$ cat src/ew_map.svh
// Constants for the serial word store: sizes, mode codes, sampling slots and timing.
`ifndef EW_MAP_SVH
`define EW_MAP_SVH

// Array shape and serial register widths.
`define EW_WORDS        100
`define EW_WORD_BITS    14
`define EW_IDX_BITS     7
`define EW_DIGIT_BITS   10
`define EW_ADDR_BITS    20
`define EW_MODE_BITS    3

// Mode codes, first select line in the top bit.
`define EW_MODE_STANDBY 3'h7
`define EW_MODE_UNUSED  3'h6
`define EW_MODE_ERASE   3'h5
`define EW_MODE_ADDR    3'h4
`define EW_MODE_READ    3'h3
`define EW_MODE_SHIFT   3'h2
`define EW_MODE_WRITE   3'h1
`define EW_MODE_DATA    3'h0

// Slots of the pin synchroniser vector.
`define EW_SYNC_BITS    5
`define EW_SYNC_PHI     4
`define EW_SYNC_MODE_HI 3
`define EW_SYNC_MODE_LO 1
`define EW_SYNC_DIN     0
`define EW_SYNC_RST     5'h1e

// System clock rate and the least program time, rounded up to cycles.
`define EW_CLK_HZ       100000000
`define EW_PROG_MIN_MS  16
`define EW_PROG_CYCLES  ((`EW_PROG_MIN_MS * `EW_CLK_HZ + 999) / 1000)
`define EW_CNT_BITS     32

`endif

$ cat src/ew_pkg.sv
// Types and the address decoder shared by the serial word store.
package ew_pkg;
`include "ew_map.svh"

    // Operating modes, encoded exactly as the select-line code.
    typedef enum logic [2:0] {
        ew_accept_data = 3'b000,
        ew_write       = 3'b001,
        ew_shift_out   = 3'b010,
        ew_read        = 3'b011,
        ew_accept_addr = 3'b100,
        ew_erase       = 3'b101,
        ew_unused      = 3'b110,
        ew_standby     = 3'b111
    } ew_mode_t;

    // Whole state of the sequencer.
    typedef struct packed {
        ew_mode_t                    mode;
        logic                        phi;
        logic [`EW_ADDR_BITS-1:0]    addr;
        logic [`EW_WORD_BITS-1:0]    data;
        logic                        dio;
        logic                        dio_oe;
        logic [`EW_CNT_BITS-1:0]     cnt;
        logic                        done;
        logic                        rd_pend;
        logic                        rd_valid;
    } ew_core_t;

    // Two one-of-ten digits to {valid, word index}; tens digit sits in the upper half.
    function automatic logic [`EW_IDX_BITS:0] ew_addr_decode(
        input logic [`EW_ADDR_BITS-1:0] a
    );
        logic [3:0] tens;
        logic [3:0] ones;
        int         n_t;
        int         n_o;
        tens = 4'h0;
        ones = 4'h0;
        n_t  = 0;
        n_o  = 0;
        for (int i = 0; i < `EW_DIGIT_BITS; i++) begin
            if (a[`EW_DIGIT_BITS+i]) begin
                tens = 4'(i);
                n_t++;
            end
            if (a[i]) begin
                ones = 4'(i);
                n_o++;
            end
        end
        return {(n_t == 1) && (n_o == 1), 7'(tens * 10 + ones)};
    endfunction
endpackage

$ cat src/ew_mem_if.sv
// Carrier between the sequencer and the word array.
`timescale 1ns/1ps
interface ew_mem_if #(
    parameter int IDX_W = 7,
    parameter int DW    = 14
);
    logic             we;
    logic             re;
    logic [IDX_W-1:0] idx;
    logic [DW-1:0]    wdata;
    logic [DW-1:0]    rdata;

    modport ctl (output we, output re, output idx, output wdata, input rdata);
    modport mem (input we, input re, input idx, input wdata, output rdata);
endinterface

$ cat src/ew_core.sv
// Serial interface and mode sequencer of the hundred-word nonvolatile word store.
// Contract
// Three select lines carry a code for seven modes; one code is unused.
// Store 100 words of 14 bits, altered one word at a time.
// Standby keeps address and data registers unchanged and the pin floating.
// Erase clears every bit of the addressed word to low.
// Accept address shifts the pin into the address register; two one-of-ten digits.
// Read copies the addressed word into the data register.
// Shift data output drives the pin and shifts the data register out.
// Write programs the data register into the addressed word.
// Accept data shifts the pin into the data register, address untouched.
// Pin is input for address and data, output for shift, floating otherwise.
// Controller supplies about 14 kHz clock; may hold it high in standby.
// Controller changes mode lines and input data only while clock is high.
// First output bit follows the mode change, later bits a rising edge.
// Controller holds erase or write 16 to 24 ms; update is erase then write.
`timescale 1ns/1ps
`include "ew_map.svh"
module ew_core #(
    parameter int unsigned PROG_CYCLES = `EW_PROG_CYCLES
) (
    // System clock and reset.
    input  wire logic                     clk_sys_i,
    input  wire logic                     sys_rst_i,
    // Controller pins.
    input  wire logic                     dev_clk_i,
    input  wire logic [`EW_MODE_BITS-1:0] mode_sel_i,
    input  wire logic                     dio_i,
    // Bidirectional data pin, drive side.
    output logic                          dio_o,
    output logic                          dio_oe_o
);
    localparam ew_pkg::ew_core_t CORE_RST = '{
        mode:    ew_pkg::ew_standby,
        phi:     1'b1,
        default: '0
    };

    ew_pkg::ew_core_t            st_r;
    ew_pkg::ew_core_t            st_nxt;
    logic [`EW_SYNC_BITS-1:0]    sync_q;
    logic                        phi;
    logic                        din;
    ew_pkg::ew_mode_t            cur_mode;
    logic                        entered;
    logic                        phi_rise;
    logic                        phi_fall;
    logic [`EW_IDX_BITS:0]       dec;
    logic                        addr_ok;

    ew_mem_if #(.IDX_W(`EW_IDX_BITS), .DW(`EW_WORD_BITS)) mi ();

    // clock pin sampled
    // The controller clock is only a slow pin here, so it shares the synchroniser
    // with the mode lines and data; all three then see the same latency.
    ew_sync #(
        .W       (`EW_SYNC_BITS),
        .RST_VAL (`EW_SYNC_RST)
    ) u_sync (
        .clk_sys_i (clk_sys_i),
        .sys_rst_i (sys_rst_i),
        .async_i   ({dev_clk_i, mode_sel_i, dio_i}),
        .sync_o    (sync_q)
    );

    // word array
    ew_mem #(
        .WORDS (`EW_WORDS),
        .DW    (`EW_WORD_BITS)
    ) u_mem (
        .clk_sys_i (clk_sys_i),
        .sys_rst_i (sys_rst_i),
        .mi        (mi)
    );

    // mode decode
    // Every code maps to an enum member, so the cast cannot produce a stray value.
    assign cur_mode = ew_pkg::ew_mode_t'(sync_q[`EW_SYNC_MODE_HI:`EW_SYNC_MODE_LO]);
    assign phi      = sync_q[`EW_SYNC_PHI];
    assign din      = sync_q[`EW_SYNC_DIN];
    assign entered  = (cur_mode != st_r.mode);
    assign phi_rise = phi && !st_r.phi;
    assign phi_fall = !phi && st_r.phi;

    // one-of-ten address decode
    // A pattern that is not exactly one bit per digit selects no word at all.
    assign dec     = ew_pkg::ew_addr_decode(st_r.addr);
    assign addr_ok = dec[`EW_IDX_BITS];

    // Next-state logic of the sequencer, one branch per mode; erase and write share one.
    always_comb begin
        st_nxt          = st_r;
        st_nxt.phi      = phi;
        st_nxt.mode     = cur_mode;
        st_nxt.rd_pend  = 1'b0;
        mi.we           = 1'b0;
        mi.re           = 1'b0;
        mi.idx          = dec[`EW_IDX_BITS-1:0];
        mi.wdata        = st_r.data;
        // pin direction
        st_nxt.dio_oe   = (cur_mode == ew_pkg::ew_shift_out);
        // load read word
        // Array data arrive one cycle after the request; an invalid address reads zero.
        if (st_r.rd_pend) begin
            st_nxt.data = st_r.rd_valid ? mi.rdata : '0;
        end
        case (cur_mode)
            ew_pkg::ew_accept_addr: begin
                // sample on clock fall
                // The controller only moves data while the clock is high, so the
                // falling edge is the point where the level is known to be settled.
                if (phi_fall) begin
                    // address shift in
                    st_nxt.addr = {st_r.addr[`EW_ADDR_BITS-2:0], din};
                end
            end
            ew_pkg::ew_accept_data: begin
                if (phi_fall) begin
                    // data shift in
                    st_nxt.data = {st_r.data[`EW_WORD_BITS-2:0], din};
                end
            end
            ew_pkg::ew_shift_out: begin
                if (entered) begin
                    // first bit on entry
                    st_nxt.dio = st_r.data[`EW_WORD_BITS-1];
                end else if (phi_rise) begin
                    // rotate word out
                    // Rotating keeps the word intact for a second read-out pass.
                    st_nxt.data = {st_r.data[`EW_WORD_BITS-2:0], st_r.data[`EW_WORD_BITS-1]};
                    st_nxt.dio  = st_r.data[`EW_WORD_BITS-2];
                end
            end
            ew_pkg::ew_read: begin
                if (entered) begin
                    // read request
                    mi.re           = addr_ok;
                    st_nxt.rd_pend  = 1'b1;
                    st_nxt.rd_valid = addr_ok;
                end
            end
            ew_pkg::ew_erase,
            ew_pkg::ew_write: begin
                // program hold time
                // The cell is altered only once the code has been held for the least
                // program time; leaving earlier aborts and leaves the word as it was.
                if (entered) begin
                    st_nxt.cnt  = '0;
                    st_nxt.done = 1'b0;
                end else if (!st_r.done) begin
                    if (st_r.cnt == `EW_CNT_BITS'(PROG_CYCLES - 1)) begin
                        st_nxt.done = 1'b1;
                        // commit to array
                        mi.we       = addr_ok;
                        // erase to zero
                        if (cur_mode == ew_pkg::ew_erase) begin
                            mi.wdata = '0;
                        end
                    end else begin
                        st_nxt.cnt = st_r.cnt + `EW_CNT_BITS'(1);
                    end
                end
            end
            // standby holds state
            ew_pkg::ew_standby: begin
                st_nxt.cnt = st_r.cnt;
            end
            default: begin
                st_nxt.cnt = st_r.cnt;
            end
        endcase
    end

    // State register; reset starts in standby with the pin released.
    always_ff @(posedge clk_sys_i) begin
        if (sys_rst_i) begin
            st_r <= CORE_RST;
        end else begin
            st_r <= st_nxt;
        end
    end

    // Pin drive comes straight from the state register.
    assign dio_o    = st_r.dio;
    assign dio_oe_o = st_r.dio_oe;
endmodule

$ cat src/ew_mem.sv
// Word array of the store with a registered read port.
`timescale 1ns/1ps
module ew_mem #(
    parameter int WORDS = 100,
    parameter int DW    = 14
) (
    // Clock and reset.
    input  wire logic clk_sys_i,
    input  wire logic sys_rst_i,
    // Access port.
    ew_mem_if.mem     mi
);
    logic [DW-1:0] mem_r [0:WORDS-1];
    logic [DW-1:0] rdata_r;

    // The cells are nonvolatile, so reset leaves them alone; only the read register resets.
    always_ff @(posedge clk_sys_i) begin
        if (mi.we) begin
            mem_r[mi.idx] <= mi.wdata;
        end
        if (sys_rst_i) begin
            rdata_r <= '0;
        end else if (mi.re) begin
            rdata_r <= mem_r[mi.idx];
        end
    end

    assign mi.rdata = rdata_r;
endmodule

$ cat src/ew_sync.sv
// Three-stage pin synchroniser that accepts a change once the last two stages agree.
`timescale 1ns/1ps
module ew_sync #(
    parameter int           W       = 5,
    parameter logic [W-1:0] RST_VAL = '0
) (
    // Clock and reset.
    input  wire logic         clk_sys_i,
    input  wire logic         sys_rst_i,
    // Pins in, clean levels out.
    input  wire logic [W-1:0] async_i,
    output logic      [W-1:0] sync_o
);
    typedef struct packed {
        logic [W-1:0] s1;
        logic [W-1:0] s2;
        logic [W-1:0] s3;
        logic [W-1:0] q;
    } ew_sync_st_t;

    ew_sync_st_t st_r;
    ew_sync_st_t st_nxt;

    // Per bit, the output follows only when stages two and three hold the same level.
    always_comb begin
        st_nxt    = st_r;
        st_nxt.s1 = async_i;
        st_nxt.s2 = st_r.s1;
        st_nxt.s3 = st_r.s2;
        st_nxt.q  = (st_r.s2 & ~(st_r.s2 ^ st_r.s3)) | (st_r.q & (st_r.s2 ^ st_r.s3));
    end

    // Reset loads idle levels so no false edge appears on release.
    always_ff @(posedge clk_sys_i) begin
        if (sys_rst_i) begin
            st_r <= '{s1: RST_VAL, s2: RST_VAL, s3: RST_VAL, q: RST_VAL};
        end else begin
            st_r <= st_nxt;
        end
    end

    assign sync_o = st_r.q;
endmodule
$ cat config.mk
export PLATFORM = sky130hd
export DESIGN_NAME = ew_core
export DESIGN_NICKNAME = d
export VERILOG_FILES = /design/src/ew_pkg.sv /design/src/ew_mem_if.sv /design/src/ew_core.sv /design/src/ew_mem.sv /design/src/ew_sync.sv
export VERILOG_INCLUDE_DIRS = /design/src
export SDC_FILE = /design/constraint.sdc
export NUM_CORES = 2
export LEC_CHECK = 0
export BUFFER_PORTS_ARGS = -buffer_cell sky130_fd_sc_hd__buf_2
export CAP_MARGIN = 20
export CORE_UTILIZATION = 50
export DETAILED_ROUTE_END_ITERATION = 12
export PLACE_DENSITY_LB_ADDON = 0.3
export SLEW_MARGIN = 20
export SYNTH_ARGS = -nofsm -noshare
export SYNTH_HDL_FRONTEND = slang
export SYNTH_SLANG_ARGS = --single-unit
$ cat constraint.sdc
create_clock -name clk_sys_i -period 8.8 [get_ports clk_sys_i]
set_clock_uncertainty 0.1 [all_clocks]
set_input_delay 0.88 -clock clk_sys_i [delete_from_list [all_inputs] [get_ports clk_sys_i]]
set_output_delay 0.88 -clock clk_sys_i [all_outputs]
set_load 0.03 [all_outputs]
==> reports/metrics.cfg <==
[status]
status=finished clean

[cells_and_area]
fin_cells=5979
fin_nets=4269
n_antenna_cell=0
drive_above_1_share_pct=17.3
syn2layout_area_growth_pct=14.2
final_util_pct=57.9
fill_cells=9274

[setup_path]
critPathMaxFanout=12
worst_setup_path_start_kind=flip-flop
critPathKind=reg -> reg
end_kind=flip-flop
cp_common_cell=ha_1
crit_arrival_ns=8.69
slowest_stage=nor4_2
slowest_delay_ns=0.57
required_ns=9.17

[routing]
drc=0
vias=41165
wl_per_cell_um=33.4
drtIter0Drc=7501
via_per_inst=6.88
antenna_left=0
firstDrtPassIters=7
routed_wirelength_mm=200

[power_and_ir_drop]
p_per_area_nw_per_um2=198
leakagePower_nw=22.6
ir_worst_vdd_mv=0.171

[sta]
fmax_ghz=0.120
hold_viol_final=0
max-slew-margin-rel_pct=11.3
maxSlewViolCount=0
setup_violations=0
period_needed_ns=8.32
tightestPinTransition_ns=1.31
finalCritPeriodShare_pct=94.6

[die]
rows=128
core_um2=122000
die_w_um=354
start_util_pct=50.7
pin_count=9
die-area_um2=125000
die_y_um=354

[logic_synthesis]
ys_seq_elements=1509
yosysTopAreaCell=edfxtp_1
synth-edff-count=1400
synth_cells=4175
postSynthAreaPerCell_um2=14.9
ys_seq_area_share_pct=71.3
syn_nets=4209
async_reset_ff_share_pct=0
yosys_warnings=0
synth-main-ff-cell=edfxtp_1
synth_common_cells=edfxtp_1 (1400), nand2_1 (394), clkbuf_1 (212), a21oi_1 (205), nor2_1 (190)
syn-cell-area_um2=62000
synth_cell_type_count=86
synth_area_leaders=edfxtp_1 (68%), dfxtp_1 (3.5%), mux4_2 (2.7%)
yosysTopAreaCellShare_pct=67.8
yosysMostFrequentCell=edfxtp_1

[grt]
grt_pass1_vias=38830
antenna_found_initial=4
overflow=0
grt_util_all_layers_pct=31.3
grt_max_degree=129
grt_pass1_wl_mm=280

[placement]
io_buffers=8
dp_hpwl_mm=117
gp_congestion=0.971
placed_cells=5673

[clock_tree]
clock-root-buffer=clkbuf_16
cts_buffers=151
max-clock-path-buffers=3
cts_sinks=1509
cts_tree=yes
clk_pin_slew_ns=0.06
holdBufCountCts=0
clk_latency_ns=0.79
htreeDepth=4

[hold_path]
hp-class=in -> reg

[run]
drv_cap=0

registers in the layout, summed over array words and instances (netlist names), named ones only:
register        count
dio_o               1
dio_oe_o            1
st_r               73
u_mem.mem_r      1400
u_mem.mi.rdata     14
u_sync.st_nxt      10
u_sync.st_r         5
cells by family after synthesis:
group                      count (synthesis)  share of synthesized area [%]
AOI/OAI and AO/OA                        915                           10.1
xor gates and xnor gates                  67                           1.23
adders and majority gates                 27                          0.569
buffers and inverters                    347                           2.27
DFF                                     1509                           71.3
muxes                                    281                           6.15
and+or+nand+nor                         1029                           8.37
metrics by stage:
step                total power [W]  cell area [µm²]  hold slack [ns]  setup TNS, ns  worst slack (ns)
CTS                          0.0141            70300            0.182              0             0.147
detailed placement          0.00789            65600            0.295              0             0.181
global placement            0.00789            65500            0.297              0             0.302
finish                       0.0141            70900            0.203              0             0.477
floorplan                   0.00788            62000            0.289              0             0.479
global route                 0.0143            70900            0.199      -0.000692         -0.000692
critical path, delay by kind of cell (launching register included):
family	cells	cell delay (ns)
adders and majority gates	8	2.59
and+or+nand+nor	9	2.00
AOI/OAI and AO/OA	9	1.28
buffers and inverters	5	0.94
muxes	2	0.54
DFF	1	0.38
xor gates and xnor gates	1	0.18
layout by cell type (no fill, tap or decap), types with 14 or more instances in the layout:
master,count
ha_1,24
mux4_2,75
xnor2_1,22
a211oi_1,21
nor4_2,40
o211ai_1,35
buf_12,38
o21ai_0,158
mux2_2,53
xor2_1,26
nor2_1,186
buf_4,175
nand2_1,394
inv_1,30
edfxtp_1,1400
bufinv_16,14
a21oi_1,203
or2_2,27
nor4_4,62
nor3_1,28
nand4_1,15
nand3_1,119
a22oi_1,94
clkinv_2,23
a221o_1,25
mux2i_1,152
a311oi_1,30
o22ai_1,17
nor4_1,16
clkinv_1,32
and3_1,40
a31oi_1,69
a22o_1,24
clkbuf_16,153
dfxtp_1,109
clkbuf_1,34
o221ai_1,18
a221oi_1,86
nand2b_1,23
report_power, final:
part | leakage [nW] | internal [W] | switching (W)
clock network | 2.33 | 0.00361 | 0.00271
logic | 6.38 | 0.00000390 | 0.0000120
registers | 13.8 | 0.00772 | 0.00000152
total | 22.6 | 0.0113 | 0.00273
metal layers:
layer  vias to the layer above  global-route usage [%]  wire length, µm
met5                         -                       0               14
met4                         4                    15.5            11300
met3                       653                    9.65            29500
met2                      3522                    46.4            88000
met1                     20340                    41.9            70700
li1                      16646                       -                -
path summary, 6_finish.rpt:
kind | start | end | slack (ns) | cells after the start
max | st_r[52]$_SDFFE_PP0P_ | u_mem.mem_r[89][10]$_DFFE_PP_ | 0.48 | 34
min | mode_sel_i[1] | u_sync.st_nxt[12]$_SDFF_PP1_ | 0.20 | 2
max reg2reg | st_r[52]$_SDFFE_PP0P_ | u_mem.mem_r[89][10]$_DFFE_PP_ | 0.48 | 34
min reg2reg | u_sync.st_nxt[11]$_SDFF_PP1_ | u_sync.st_nxt[6]$_SDFF_PP1_ | 0.31 | 1
final cells by class:
| type | count | area (µm²) | share of cell area [%] |
|---|---|---|---|
| sequential | 1509 | 44200 | 62.4 |
| multi-input combinational | 2319 | 17600 | 24.8 |
| clock buffer | 187 | 3960 | 5.58 |
| timing repair buffer | 221 | 2110 | 2.98 |
| tap | 1625 | 2030 | 2.87 |
| clock inverter | 85 | 827 | 1.17 |
| inverter | 33 | 125 | 0.177 |
timing repair:
item | in CTS | in global routing
endpoints found under the hold margin | 0 | 0
setup buffers | 0 | 34
resized for setup | 0 | 3
endpoints found under the setup margin | 0 | 544
Note: power is estimated with default switching activity, not from simulation.
